### config.mk
export PLATFORM = sky130hd
export DESIGN_NAME = pig_gate
export DESIGN_NICKNAME = d
export VERILOG_FILES = /design/src/rtl/pig_pkg.sv /design/src/rtl/pig_gate.sv
export SDC_FILE = /design/constraint.sdc
export NUM_CORES = 1
export LEC_CHECK = 0
export BUFFER_PORTS_ARGS = -buffer_cell sky130_fd_sc_hd__buf_2
export CAP_MARGIN = 20
export CORE_ASPECT_RATIO = 1.2
export CORE_MARGIN = 1.5
export CORE_UTILIZATION = 47
export CTS_BUF_LIST = sky130_fd_sc_hd__clkbuf_2
export CTS_CLUSTER_DIAMETER = 60
export CTS_CLUSTER_SIZE = 10
export DETAILED_ROUTE_END_ITERATION = 10
export GPL_TIMING_DRIVEN = 0
export PLACE_DENSITY = 0.74
export SYNTH_ARGS = -nofsm -noshare
export SYNTH_HDL_FRONTEND = slang
export SYNTH_SLANG_ARGS = --single-unit
### constraint.sdc
create_clock -name core_clk -period 2.7 [get_ports core_clk]
set_clock_uncertainty 0.05 [all_clocks]
set_input_delay 0.27 -clock core_clk [delete_from_list [all_inputs] [get_ports core_clk]]
set_output_delay 0.27 -clock core_clk [all_outputs]
set_load 0.1 [all_outputs]
### src/rtl/pig_pkg.sv
/*
 * Shared types and constants for the prefix and interrupt gating block.
 * Assumes one CPU clock domain; every field below is produced or read by
 * logic on that clock.
 */
package pig_pkg;

	// Instruction classes as the decode path reports them.
	typedef enum logic [3:0] {
		PIG_CLS_NORMAL,
		PIG_CLS_SHARED_BANK,
		PIG_CLS_FLAG_FREEZE,
		PIG_CLS_BANK_SEL,
		PIG_CLS_CCR_ANDOR,
		PIG_CLS_POP_STATUS,
		PIG_CLS_ILM_SET,
		PIG_CLS_SOFT_INT,
		PIG_CLS_FAR_SOFT_INT,
		PIG_CLS_INT_RETURN,
		PIG_CLS_CTX_JUMP,
		PIG_CLS_STRING
	} pig_cls_t;

	// Sequencer states of the interrupt entry.
	typedef enum logic [1:0] {
		PIG_ST_RUN,
		PIG_ST_SAVE,
		PIG_ST_VECTOR,
		PIG_ST_BRANCH
	} pig_fsm_t;

	// One-cycle report that an instruction has finished executing.
	typedef struct packed {
		logic     valid;
		pig_cls_t cls;
		logic [1:0] bank_code;
	} pig_retire_t;

	// Request handed over by the interrupt controller.
	typedef struct packed {
		logic       valid;
		logic [2:0] request_level;
		logic [7:0] number;
	} pig_irq_t;

	// Architectural state that interrupt entry saves.
	typedef struct packed {
		logic [31:0] acc;
		logic [7:0]  direct_page_reg;
		logic [7:0]  extra_data_bank;
		logic [7:0]  data_bank_reg;
		logic [7:0]  program_bank_reg;
		logic [15:0] pc;
		logic [15:0] processor_status;
	} pig_cpu_state_t;

	// System stack write request.
	typedef struct packed {
		logic        valid;
		logic [2:0]  sel;
		logic [2:0]  bytes;
		logic [31:0] data;
	} pig_stack_wr_t;

	// Branch to the handler with the new processor status.
	typedef struct packed {
		logic        valid;
		logic [15:0] pc;
		logic [7:0]  program_bank_reg;
		logic [15:0] processor_status;
	} pig_branch_t;

	// Register bank placement.
	localparam logic [23:0] PIG_BANK_COMMON_BASE = 24'h000180;
	localparam logic [23:0] PIG_BANK_COMMON_LAST = 24'h00018f;
	localparam int          PIG_BANK_SHIFT       = 4;

	// Processor status layout.
	localparam int PIG_ILM_MSB = 15;
	localparam int PIG_ILM_LSB = 13;
	localparam int PIG_I_BIT   = 6;
	localparam int PIG_S_BIT   = 5;
	localparam logic [7:0] PIG_CCR_ALL    = 8'h7f;
	localparam logic [7:0] PIG_FLAG_TNZVC = 8'h1f;

	// Vector table: entry n sits at the top address minus four times n.
	localparam logic [23:0] PIG_VEC_TOP   = 24'hfffffc;
	localparam int          PIG_VEC_SHIFT = 2;

	// Save sequence: seven items, twelve bytes in all.
	localparam logic [2:0] PIG_SAVE_FIRST = 3'h0;
	localparam logic [2:0] PIG_SAVE_LAST  = 3'h6;
	localparam logic [4:0] PIG_SAVE_TOTAL = 5'h0c;
	localparam logic [2:0] PIG_BYTES_LONG = 3'h4;
	localparam logic [2:0] PIG_BYTES_WORD = 3'h2;
	localparam logic [2:0] PIG_BYTES_BYTE = 3'h1;

endpackage

### src/rtl/pig_gate.sv
/*
 * Prefix tracking, flag-write gating, register bank redirection and the
 * hardware interrupt entry sequencer of the CPU.
 * Assumes the decode path, the memory port and the interrupt controller all
 * run on core_clk, so no input is synchronised.
 */
`timescale 1ns/10ps
module pig_gate (
	// Clock, reset and clock enable.
	input  wire logic                    core_clk,
	input  wire logic                    rst_b,
	input  wire logic                    ce,
	// Decode path.
	input  wire pig_pkg::pig_retire_t    retire,
	input  wire pig_pkg::pig_cls_t       exec_cls,
	input  wire logic [4:0]              bank_pointer,
	input  wire pig_pkg::pig_cpu_state_t cpu_state,
	output logic [23:0]                  reg_bank_base,
	output logic [7:0]                   ccr_write_mask,
	output logic                         shared_bank_prefix,
	output logic                         flag_freeze_prefix,
	output logic [1:0]                   bank_sel_code,
	output logic                         bank_sel_valid,
	output logic                         core_hold,
	// Interrupt controller.
	input  wire pig_pkg::pig_irq_t       irq,
	output logic                         irq_ack,
	// System stack and vector memory port.
	output pig_pkg::pig_stack_wr_t       stack_wr,
	input  wire logic                    stack_wr_ready,
	output logic                         vec_rd_valid,
	output logic [23:0]                  vec_rd_addr,
	input  wire logic                    vec_rd_ready,
	input  wire logic [23:0]             vec_rd_data,
	output pig_pkg::pig_branch_t         branch
);
	import pig_pkg::*;

	typedef struct packed {
		pig_fsm_t       fsm;
		logic           shared_bank;
		logic           flag_freeze;
		logic           bank_valid;
		logic [1:0]     bank_code;
		logic           ack;
		logic [2:0]     level;
		logic [23:0]    vec_addr;
		pig_cpu_state_t snap;
		pig_stack_wr_t  wr;
		pig_branch_t    br;
	} pig_state_t;

	pig_state_t st_r;
	pig_state_t st_nxt;
	logic       blocking;
	logic       irq_ok;
	logic       accept;

	////////////////////////////////////////////////////////////////////////////
	// Decode helpers.

	// Instructions during which a hardware request is not even looked at.
	function automatic logic is_blocking(input pig_cls_t c);
		is_blocking = (c == PIG_CLS_SHARED_BANK) || (c == PIG_CLS_FLAG_FREEZE) ||
			(c == PIG_CLS_BANK_SEL) || (c == PIG_CLS_CCR_ANDOR) ||
			(c == PIG_CLS_POP_STATUS) || (c == PIG_CLS_ILM_SET);
	endfunction

	// Instructions that rewrite the condition flags even under flag freeze.
	function automatic logic is_ccr_exempt(input pig_cls_t c);
		is_ccr_exempt = (c == PIG_CLS_CCR_ANDOR) || (c == PIG_CLS_POP_STATUS) ||
			(c == PIG_CLS_SOFT_INT) || (c == PIG_CLS_FAR_SOFT_INT) ||
			(c == PIG_CLS_INT_RETURN) || (c == PIG_CLS_CTX_JUMP);
	endfunction

	// Word pushed and its size, by position in the save sequence.
	function automatic logic [31:0] slot_data(input pig_cpu_state_t s, input logic [2:0] i);
		case (i)
			3'h0:    slot_data = s.acc;
			3'h1:    slot_data = {24'h000000, s.direct_page_reg};
			3'h2:    slot_data = {24'h000000, s.extra_data_bank};
			3'h3:    slot_data = {24'h000000, s.data_bank_reg};
			3'h4:    slot_data = {24'h000000, s.program_bank_reg};
			3'h5:    slot_data = {16'h0000, s.pc};
			default: slot_data = {16'h0000, s.processor_status};
		endcase
	endfunction

	function automatic logic [2:0] slot_bytes(input logic [2:0] i);
		case (i)
			3'h0:          slot_bytes = PIG_BYTES_LONG;
			3'h5, 3'h6:    slot_bytes = PIG_BYTES_WORD;
			default:       slot_bytes = PIG_BYTES_BYTE;
		endcase
	endfunction

	////////////////////////////////////////////////////////////////////////////
	// Acceptance. A request is looked at only when a non-blocking instruction
	// retires, so a request seen under a blocking one simply waits.
	assign blocking = is_blocking(retire.cls);
	assign irq_ok   = irq.valid && cpu_state.processor_status[PIG_I_BIT] &&
		(irq.request_level < cpu_state.processor_status[PIG_ILM_MSB:PIG_ILM_LSB]);
	assign accept   = (st_r.fsm == PIG_ST_RUN) && retire.valid && !blocking && irq_ok;

	// Next state.
	always_comb begin
		st_nxt          = st_r;
		st_nxt.ack      = 1'b0;
		st_nxt.br.valid = 1'b0;
		if (retire.valid) begin
			unique case (retire.cls)
				PIG_CLS_SHARED_BANK: begin
					st_nxt.shared_bank = 1'b1;
				end
				PIG_CLS_FLAG_FREEZE: begin
					st_nxt.flag_freeze = 1'b1;
				end
				PIG_CLS_BANK_SEL: begin
					// A later bank prefix replaces an earlier one.
					st_nxt.bank_valid = 1'b1;
					st_nxt.bank_code  = retire.bank_code;
				end
				PIG_CLS_CCR_ANDOR, PIG_CLS_POP_STATUS, PIG_CLS_ILM_SET: begin
					// Pending prefixes ride over these to the next instruction.
					st_nxt.shared_bank = st_r.shared_bank;
				end
				default: begin
					st_nxt.shared_bank = 1'b0;
					st_nxt.flag_freeze = 1'b0;
					st_nxt.bank_valid  = 1'b0;
				end
			endcase
		end
		unique case (st_r.fsm)
			PIG_ST_RUN: begin
				if (accept) begin
					st_nxt.fsm      = PIG_ST_SAVE;
					st_nxt.ack      = 1'b1;
					st_nxt.level    = irq.request_level;
					st_nxt.vec_addr = PIG_VEC_TOP - (24'(irq.number) << PIG_VEC_SHIFT);
					st_nxt.snap     = cpu_state;
					st_nxt.wr.valid = 1'b1;
					st_nxt.wr.sel   = PIG_SAVE_FIRST;
					st_nxt.wr.bytes = slot_bytes(PIG_SAVE_FIRST);
					st_nxt.wr.data  = slot_data(cpu_state, PIG_SAVE_FIRST);
				end
			end
			PIG_ST_SAVE: begin
				if (stack_wr_ready) begin
					if (st_r.wr.sel == PIG_SAVE_LAST) begin
						st_nxt.wr.valid = 1'b0;
						st_nxt.fsm      = PIG_ST_VECTOR;
					end else begin
						st_nxt.wr.sel   = st_r.wr.sel + 3'h1;
						st_nxt.wr.bytes = slot_bytes(st_r.wr.sel + 3'h1);
						st_nxt.wr.data  = slot_data(st_r.snap, st_r.wr.sel + 3'h1);
					end
				end
			end
			PIG_ST_VECTOR: begin
				if (vec_rd_ready) begin
					// Three vector bytes: low two to the counter, top to the bank.
					st_nxt.fsm                 = PIG_ST_BRANCH;
					st_nxt.br.valid            = 1'b1;
					st_nxt.br.pc               = vec_rd_data[15:0];
					st_nxt.br.program_bank_reg = vec_rd_data[23:16];
					st_nxt.br.processor_status = st_r.snap.processor_status;
					st_nxt.br.processor_status[PIG_ILM_MSB:PIG_ILM_LSB] = st_r.level;
					st_nxt.br.processor_status[PIG_S_BIT] = 1'b1;
				end
			end
			PIG_ST_BRANCH: begin
				st_nxt.fsm = PIG_ST_RUN;
			end
		endcase
	end

	// Registers; the clock enable freezes everything.
	always_ff @(posedge core_clk or negedge rst_b) begin
		if (!rst_b) begin
			st_r <= '0;
		end else if (ce) begin
			st_r <= st_nxt;
		end
	end

	////////////////////////////////////////////////////////////////////////////
	// Outputs toward the execute stage.

	// Common bank overrides the pointer; otherwise banks are sixteen bytes apart.
	assign reg_bank_base = st_r.shared_bank ? PIG_BANK_COMMON_BASE :
		PIG_BANK_COMMON_BASE + (24'(bank_pointer) << PIG_BANK_SHIFT);
	// Only T, N, Z, V and C are masked; I, S and the exempt classes pass.
	assign ccr_write_mask = (st_r.flag_freeze && !is_ccr_exempt(exec_cls)) ?
		(PIG_CCR_ALL & ~PIG_FLAG_TNZVC) : PIG_CCR_ALL;
	assign shared_bank_prefix = st_r.shared_bank;
	assign flag_freeze_prefix = st_r.flag_freeze;
	assign bank_sel_valid     = st_r.bank_valid;
	assign bank_sel_code      = st_r.bank_code;
	// Fetch stalls for the whole entry so no instruction slips in.
	assign core_hold    = (st_r.fsm != PIG_ST_RUN);
	assign irq_ack      = st_r.ack;
	assign stack_wr     = st_r.wr;
	assign vec_rd_valid = (st_r.fsm == PIG_ST_VECTOR);
	assign vec_rd_addr  = st_r.vec_addr;
	assign branch       = st_r.br;

	////////////////////////////////////////////////////////////////////////////
	// Checks.

	// Byte count of the current save run, read only by the checks.
	logic [4:0] saved_bytes_r;
	always_ff @(posedge core_clk or negedge rst_b) begin
		if (!rst_b) begin
			saved_bytes_r <= 5'h00;
		end else if (ce && accept) begin
			saved_bytes_r <= 5'h00;
		end else if (ce && stack_wr.valid && stack_wr_ready) begin
			saved_bytes_r <= saved_bytes_r + {2'b00, stack_wr.bytes};
		end
	end
endmodule

# ---- Yosys cells after proc, flatten, opt, wreduce, memory -nomap -nowiden
# Index checks and enable logic that the tools add are counted.
dict set report totals {
  reg_bits 211
  wordCells 112
}
dict set report classes {
  order_cmp 1
  bitwise_logic 3
  add_sub_neg 3
  mux 20
  reduce_logical 35
  n_eq_ne 27
}
# op count
set op_table {}
lappend op_table {{$pmux W32 S6} 1}
lappend op_table {{$mux W163} 1}
lappend op_table {{$mux W124} 1}
lappend op_table {{$mux W41} 2}
lappend op_table {{$pmux W39 S2} 1}
lappend op_table {{$mux W39} 1}
lappend op_table {{$mux W38} 1}
lappend op_table {{$eq A4 B3 Y1 const B} 6}
lappend op_table {{$reduce_and A3 Y1} 6}
lappend op_table {{$reduce_and A5 Y1} 3}
lappend op_table {{$reduce_or A5 Y1} 3}
lappend op_table {{$eq A3 B3 Y1 const B} 4}
lappend op_table {{$eq A4 B4 Y1 const B} 3}
lappend op_table {{$sub A3 B11 Y12 const A} 1}
lappend op_table {{$add A9 B9 Y10 const A} 1}
lappend op_table {{$logic_or A1 B1 Y1} 10}
lappend op_table {{$mux W10} 1}
lappend op_table {{$eq A4 B2 Y1 const B} 2}
lappend op_table {{$mux W2} 4}
lappend op_table {{$ne A2 B2 Y1 const B} 4}
lappend op_table {{$pmux W2 S4} 1}
lappend op_table {{$eq A3 B2 Y1 const B} 2}
lappend op_table {{$logic_and A1 B1 Y1} 6}
lappend op_table {{$pmux W1 S2} 3}
lappend op_table {{16 further kinds} 21}

# ---- Logic depth before layout (Yosys ltp)
# Gate-level depths: netlist of the first run.
dict set report logic_depth {
  ltp_word 11
  mapped_depth 10
}

# ---- Worst setup path before layout of the first run
# No wires, ideal clock.
dict set report synth_path {
  path_type {reg2out}
  from {register st_r (netlist bit flag_freeze_prefix)}
  to {output port ccr_write_mask[1]}
  path_slack_ns 0.060
  arrival_ns 2.320
  stages_incl_launch_ff 3
  cell_sequence {dfrtp_1 nand2_1 buf_4}
}
dict set report synth_between {
  elab_chain_cells 2
}
# item line
set synth_lines {}
lappend synth_lines {{start: declaration} pig_gate.sv:53} ;# pig_state_t st_r;
lappend synth_lines {{start signal: assignment} pig_gate.sv:183} ;# st_r <= st_nxt;
lappend synth_lines {{$logic_and A1 B1 Y1} pig_gate.sv:194} ;# assign ccr_write_mask = (st_r.flag_freeze && !is_ccr_exempt(exec_cls)) ?
lappend synth_lines {{$mux W5} pig_gate.sv:194}
lappend synth_lines {{end: declaration} pig_gate.sv:19} ;# output logic [7:0] ccr_write_mask,
# Every way passes these cells.

# ---- Worst setup path after layout of the first run
dict set report layout_path {
  from {register st_r[210] (netlist name)}
  to {register st_r (netlist bit stack_wr[4])}
}
dict set report layout_between {
  elab_chain_cells 6
}
# item line
set layout_lines {}
lappend layout_lines {{$logic_not A2 Y1} {pig_gate.sv:103, pig_gate.sv:134}}
lappend layout_lines {{$logic_and A1 B1 Y1 (3 in a row)} pig_gate.sv:103} ;# assign accept = (st_r.fsm == PIG_ST_RUN) && retire.valid && !blocking && irq_ok;
lappend layout_lines {{$ne A2 B2 Y1 (no source line)} n/a}
lappend layout_lines {{$reduce_and A5 Y1 (no source line)} n/a}
# Several ways; a longest one is shown, not always the timed one.
# A chain may end at the register's enable or synchronous reset.

==> run_results.csv, run 1 <==
group,metric,value,unit
synthesis,synth_cell_types,47,
power_and_ir_drop,p_int,0.00660,W
detailed_routing,drc,0,
sta,max_slew_margin,41.6,%
detailed_routing,drtPass1Iterations,5,
sta,worstMarginPinSlew,0.876,ns
sta,timing.final.crit_share,94.3,%
detailed_routing,post_drt_wl_per_cell,17.5,um
worst_setup_path,r2r_start,"st_r[210]$_DFFE_PN0P_",
worst_setup_path,startpoint,"st_r[210]$_DFFE_PN0P_",
floorplan,die_h,160,um
cells_and_area,area_growth,37.1,%
detailed_routing,routed_wl,26100,um
global_routing,track_usage,24.6,%
worst_setup_path,critical_path_arrival,3.19,ns
global_routing,grt_max_degree,103,
power_and_ir_drop,powerDensity,1060,nW/um2
floorplan,ios,297,
sta,setup_viol,0,
power_and_ir_drop,p_leak,7.00,nW
status,outcome,"finished, final reports clean",
sta,max_freq,393,MHz
cts,ctsRootBufferMaster,"clkbuf_2",
cts,cts_tree,"yes",
worst_setup_path,critPathCaptureType,"register",
job,cap_viol_max_count,0,
power_and_ir_drop,comb_power_share,57.1,%
global_routing,grt_overflow,0,
cts,clock-sinks,196,
detailed_routing,postRouteAntennaNets,0,
cells_and_area,final_cell_mix,"buf_2 (280), dfrtp_1 (196), mux2_2 (157), dlygate4sd3_1 (146), buf_4 (134)",
floorplan,std_cell_rows,57,
min_path,hp-class,"in2reg",
cells_and_area,drive_gt1_share,51.5,%
cells_and_area,seqCellArea,4900,um2
worst_setup_path,crit_path_end,"stack_wr[4]$_DFFE_PN0P_",
cts,clkTransAtPathRegs,0.28,ns
cells_and_area,multiInputGateArea,3470,um2
cells_and_area,fillers,1530,
worst_setup_path,rrSetupSlack,0.15,ns
synthesis,synth_edf_count,0,
power_and_ir_drop,p_total,0.0139,W
power_and_ir_drop,swShare,52.6,%
cts,ctsHtreeMaxLevel,4,
synthesis,synth-async-reset-ratio,100,%
worst_setup_path,ff2ff_path_depth,9,
worst_setup_path,worstPathMaxFanout,10,
global_routing,antenna_found_initial,1,
place,gp_congestion,0.842,
cells_and_area,final_common_cell,"buf_2",
cells_and_area,instances_no_fill,1494,
synthesis,syn_inst,755,
synthesis,yosysWarnings,0,
sta,min_period,2.55,ns
cts,clockBufferDepth,2,
floorplan,die_w,134,um
synthesis,ys.flop_type,"dfrtp_1",
worst_setup_path,start_kind,"register",
synthesis,avgSynthCellArea,12.7,um2
power_and_ir_drop,seqPwrFrac,31.9,%
global_routing,grt_pass1_vias,7634,
sta,final_hold_viol_count,0,
cts,clk-insertion-delay-late,0.77,ns
sta,whs,0.150,ns
power_and_ir_drop,vdd_drop_max,0.00169,V
cells_and_area,nets,1381,
floorplan,die_area,21300,um2
synthesis,synth-seq-cells,196,
power_and_ir_drop,clkPwrFrac,11.0,%
place,port_buffers,271,
detailed_routing,vias_per_cell,4.94,
place,dp_hpwl,17100,um
place,place_inst,1313,
synthesis,syn_area,9610,um2
detailed_routing,route.vias.total,7382,
synthesis,synth-seq-area-share,51.0,%
worst_setup_path,critPathRequiredTime,3.34,ns
worst_setup_path,r2r_end,"stack_wr[4]$_DFFE_PN0P_",
power_and_ir_drop,power_switching,0.00733,W
floorplan,core_area,20200,um2
detailed_routing,drt-initial-drc-count,429,
worst_setup_path,crit_type,"reg2reg",
sta,slew_violations,0,
floorplan,initial_core_util,47.6,%
sta,rsz0062_at_grt,"no",
global_routing,grt_pass1_wl,40500,um
cts,cts_buffers,17,
==> Yosys cell counts (3+ instances only) <==
library cell	n	share of area, %
a21oi_1	5	0.26
a221o_1	9	0.94
a222oi_1	15	1.6
a22o_1	23	2.1
a31oi_1	8	0.52
and2_1	3	0.20
buf_1	4	0.16
buf_2	10	0.52
buf_4	133	10
buf_6	12	1.4
clkbuf_1	12	0.47
dfrtp_1	196	51
ha_1	13	1.7
inv_1	15	0.59
mux2_1	12	1.4
mux2_2	157	18
mux2_4	5	0.78
mux2i_1	5	0.52
nand2_1	30	1.2
nand2b_1	7	0.46
nand3_1	12	0.62
nand4_1	3	0.20
nor2_1	12	0.47
nor2b_1	5	0.33
o21ai_0	16	0.83
o2bb2ai_1	8	0.73
==> metal layers <==
metal | vias to the layer above | GRT usage (%) | part of all wire (%)
met4 | 0 | 9.78 | 3.0
met2 | 277 | 43.4 | 52
met3 | 51 | 5.05 | 5.5
met1 | 3616 | 29.3 | 40
li1 | 3438 | - | -
met5 | - | 0 | 0
==> per-stage QoR <==
| step | utilization, % | worst slack [ns] | instance area, um2 | TNS [ns] |
|---|---|---|---|---|
| after detailed placement | 56.6 | 0.0121 | 11400 | 0 |
| after floorplan | - | 0.0602 | 9690 | 0 |
| after global routing | 65.3 | 0.0289 | 13200 | 0 |
| after CTS | 65.2 | 0.0220 | 13200 | 0 |
| after global placement | 56.4 | -2.03 | 11400 | -396.11 |
| final | 65.3 | 0.153 | 13200 | 0 |
==> worst max-delay path, cell delays in order, from the launching register on <==
cell and delay, ns:
dfrtp_1 0.47, inv_1 0.11, ha_1 0.14, buf_2 0.20, clkinv_1 0.35, and4_4 0.28
buf_6 0.14, buf_6 0.15, a221o_1 0.34, mux2_4 0.25
==> flip-flops by register name, indices dropped and copies added, names as in the netlist <==
signal / count
irq_ack: 1
bank_sel_valid: 1
flag_freeze_prefix: 1
shared_bank_prefix: 1
vec_rd_addr: 9
bank_sel_code: 2
stack_wr: 39
branch: 41
st_r: 101
==> power groups by stage <==
stage	Sequential [W]	Clock, W	Combinational (W)
after floorplan	0.00437	0	0.00650
after global placement	0.00443	0	0.00762
after detailed placement	0.00448	0	0.00772
after CTS	0.00441	0.00158	0.00794
after global routing	0.00455	0.00169	0.00826
final	0.00444	0.00153	0.00796
==> how the worst min path moves through the flow <==
stage          slack [ns]  cells past startpoint                  start                           end
2_1_floorplan       -0.08                      0                  rst_b  bank_sel_code[0]$_DFFE_PN0P_
3_3_place_gp         0.40                      1  branch[5]$_DFFE_PN0P_         branch[5]$_DFFE_PN0P_
3_5_place_dp         0.30                      1                  rst_b   vec_rd_addr[22]$_DFFE_PN0P_
4_1_cts              0.05                      3                 irq[4]    vec_rd_addr[6]$_DFFE_PN0P_
5_1_grt              0.09                      3                 irq[3]    vec_rd_addr[5]$_DFFE_PN0P_
6_report             0.15                      3                 irq[3]    vec_rd_addr[5]$_DFFE_PN0P_
==> cells by family after synthesis <==
kind of cell | Yosys count | synth area share (%)
adders and majority gates | 13 | 1.69
and+or+nand+nor | 82 | 4.39
other | 2 | 0.0781
xor gates and xnor gates | 2 | 0.182
AOI/OAI and AO/OA | 93 | 7.81
DFF | 196 | 51.0
buffers and inverters | 188 | 13.7
muxes | 179 | 21.1
==> cell type report <==
class | instances | share of cell area (%)
flip-flops and latches | 196 | 37.2
clock buffers | 17 | 0.646
diodes | 1 | 0.0190
plain buffers | 172 | 9.58
clock inverters | 15 | 1.27
well taps | 265 | 2.52
multi-input cells | 392 | 26.3
inverters | 16 | 0.456
repair buffers | 420 | 21.9
==> repair_timing <==
action | 4_1_cts | 5_1_grt
setup buffers | 1 | 0
resized for setup | 0 | 7
hold endpoints to repair | 362 | 0
pin swaps | 1 | 0
endpoints found under the setup margin | 1 | 9
hold buffers | 147 | 0
(Power assumes the default switching activity.)
==> run 2, diff against run 1 <==
Settings changed: ABC_AREA set to 0, CORE_UTILIZATION 47 to 50, PLACE_DENSITY 0.74 to 0.78.
==> run 2 against run 1 <==
Against the previous run:
- via count is 1.9% higher
- combinational power about the same
- global-route usage up 2.4 points
- worst setup slack got worse by 0.069 ns
- largest power group unchanged
- non-clock buffer count rose by 2
- sequential share of layout area fell by 0.10 points
- final area is 0.28% higher
- largest cell class unchanged
- first-iteration DRC count decreased by 1.6%
- critical path type unchanged
- fmax shrank 2.6%
- critical path depth is the same
==> run_results.csv, run 2 (synthesized netlist as in run 1, its figures left out) <==
group,metric,value,unit
place,place_inst,1305,
min_path,worstHoldStart,"irq[1]",
min_path,min_to,"vec_rd_addr[3]$_DFFE_PN0P_",
cts,clockBufferDepth,2,
worst_setup_path,critical_path_arrival,3.25,ns
place,postPlaceCellArea,11400,um2
floorplan,ios,297,
cells_and_area,drive_gt1_share,51.5,%
status,outcome,"finished, final reports clean",
global_routing,grt_pass1_wl,41200,um
global_routing,grt_overflow,0,
global_routing,grt_pass1_vias,8032,
cts,clk-insertion-delay-late,0.78,ns
floorplan,std_cell_rows,55,
place,dp_hpwl,17300,um
sta,setup_viol,0,
cells_and_area,nets,1383,
global_routing,met3_usage,5.64,%
global_routing,top_usage_layer,"met2",
floorplan,core_area,18900,um2
sta,rsz0062_at_grt,"yes",
detailed_routing,drtPass1Iterations,7,
cts,ctsHtreeMaxLevel,4,
cells_and_area,final_common_cell,"buf_2",
power_and_ir_drop,p_leak,7.02,nW
detailed_routing,drt-initial-drc-count,422,
worst_setup_path,ff2ff_path_depth,9,
cts,clkTransAtPathRegs,0.29,ns
cts,clock-sinks,196,
detailed_routing,postRouteAntennaNets,0,
worst_setup_path,crit_type,"reg2reg",
worst_setup_path,r2r_end,"stack_wr[6]$_DFFE_PN0P_",
detailed_routing,route.vias.total,7525,
sta,max_freq,382,MHz
detailed_routing,routed_wl,26800,um
worst_setup_path,r2r_start,"stack_wr[35]$_DFFE_PN0P_",
min_path,hold_depth,3,
worst_setup_path,worstPathMaxFanout,10,
global_routing,grt_max_degree,71,
cells_and_area,regMostFlops,"st_r",
cells_and_area,largest_reg_flops,101,
worst_setup_path,startpoint,"stack_wr[35]$_DFFE_PN0P_",
worst_setup_path,crit_top_cell,"ha_1",
worst_setup_path,critPathCaptureType,"register",
worst_setup_path,worstPathCellList,"buf_4 -> ha_1 -> ha_1 -> clkbuf_2 -> mux2_2 -> nand2_1 -> a41oi_1 -> a221o_1 -> mux2_4",
floorplan,die_w,130,um
sta,slew_violations,0,
place,port_buffers,271,
detailed_routing,vias_per_cell,5.06,
min_path,hp-class,"in2reg",
worst_setup_path,slowest_delay,0.45,ns
cts,ctsRootBufferMaster,"clkbuf_2",
place,gp_congestion,0.832,
global_routing,grt_use_met1,30.3,%
sta,fin_tns_setup,0,ns
detailed_routing,post_drt_wl_per_cell,18.0,um
power_and_ir_drop,vdd_drop_max,0.000767,V
cts,cts_tree,"yes",
worst_setup_path,rrSetupSlack,0.08,ns
power_and_ir_drop,powerDensity,1060,nW/um2
worst_setup_path,critPathRequiredTime,3.34,ns
worst_setup_path,start_kind,"register",
global_routing,track_usage,27.0,%
sta,timing.final.crit_share,96.9,%
floorplan,die_h,155,um
cells_and_area,area_growth,37.4,%
detailed_routing,drc,0,
floorplan,initial_core_util,51.0,%
sta,final_hold_viol_count,0,
sta,worstMarginPinSlew,0.919,ns
cells_and_area,final_cell_area,13200,um2
sta,max_slew_margin,38.8,%
worst_setup_path,slowest_stage,"dfrtp_1",
cts,cts_buffers,17,
sta,min_period,2.62,ns
cells_and_area,instances_no_fill,1488,
cells_and_area,final_cell_mix,"buf_2 (280), dfrtp_1 (196), mux2_2 (157), dlygate4sd3_1 (146), buf_4 (135)",
global_routing,antenna_found_initial,2,
floorplan,die_area,20100,um2
job,cap_viol_max_count,0,
global_routing,use_met2,48.0,%
power_and_ir_drop,p_total,0.0140,W
[run 2: cell count changes in the layout (fill, tap and decap cells not counted), sizes merged]
| cell | previous run | this run |
|---|---|---|
| clkinvlp | 3 | 2 |
| clkbuf | 29 | 30 |
| buf | 434 | 436 |
| bufinv | 2 | 3 |
| diode | 1 | 2 |
| inv | 22 | 21 |
[run 2: layout make-up]
cell class / count / area (um2)
fill: 1357 / 5650
sequential: 196 / 4900
multi-input combinational: 392 / 3470
timing repair buffer: 422 / 2930
buffer: 172 / 1260
tap: 256 / 320
clock inverter: 14 / 173
clock buffer: 18 / 90.1
inverter: 16 / 60.1
antenna: 2 / 5.00
[run 2: how the worst max path moves through the flow]
stage / slack, ns / end
global placement: -2.03 / branch[39]$_DFFE_PN0P_
CTS: 0.0005 / stack_wr[5]$_DFFE_PN0P_
global route: -0.004 / stack_wr[5]$_DFFE_PN0P_
detailed placement: 0.006 / stack_wr[2]$_DFFE_PN0P_
floorplan: 0.06 / ccr_write_mask[1]
finish: 0.08 / stack_wr[6]$_DFFE_PN0P_
[run 2: per-layer routing]
layer,share of wire (%),routed length (um)
met5,0,0
met3,5.7,1530
met2,52,13900
met1,38,10300
met4,4.0,1080
[run 2: where the power goes]
group	leakage, nW	internal, W	total [W]	switching [W]
Clock	0.153	0.000535	0.00158	0.00104
Sequential	2.60	0.00385	0.00444	0.000591
Combinational	4.27	0.00231	0.00799	0.00568
Total	7.02	0.00670	0.0140	0.00731
[run 2: timing repair]
action	CTS	global route
hold endpoints to repair	299	0
buffers inserted	1	1
pin swaps	1	0
resized for setup	0	7
hold buffers	147	0
endpoints found under the setup margin	8	4
[run 2: through the flow]
| stage | hold WS [ns] | utilization [%] | setup WS (ns) |
|---|---|---|---|
| after floorplan | -0.0756 | - | 0.0602 |
| after global placement | 0.400 | 60.3 | -2.03 |
| after detailed placement | 0.191 | 60.6 | 0.00616 |
| after CTS | 0.0601 | 70.0 | 0.000515 |
| after global routing | 0.0370 | 70.1 | -0.00356 |
| final | 0.120 | 70.1 | 0.0842 |
[run 2: critical path, delay by kind of cell, from the launching register on]
family	cells	cell delay, ns
multiplexers	2	0.62
adder cells (fa/ha/maj)	2	0.57
flip-flops	1	0.45
buffers and inverters	2	0.40
AO/OA/AOI/OAI	2	0.37
AND/OR/NAND/NOR	1	0.07
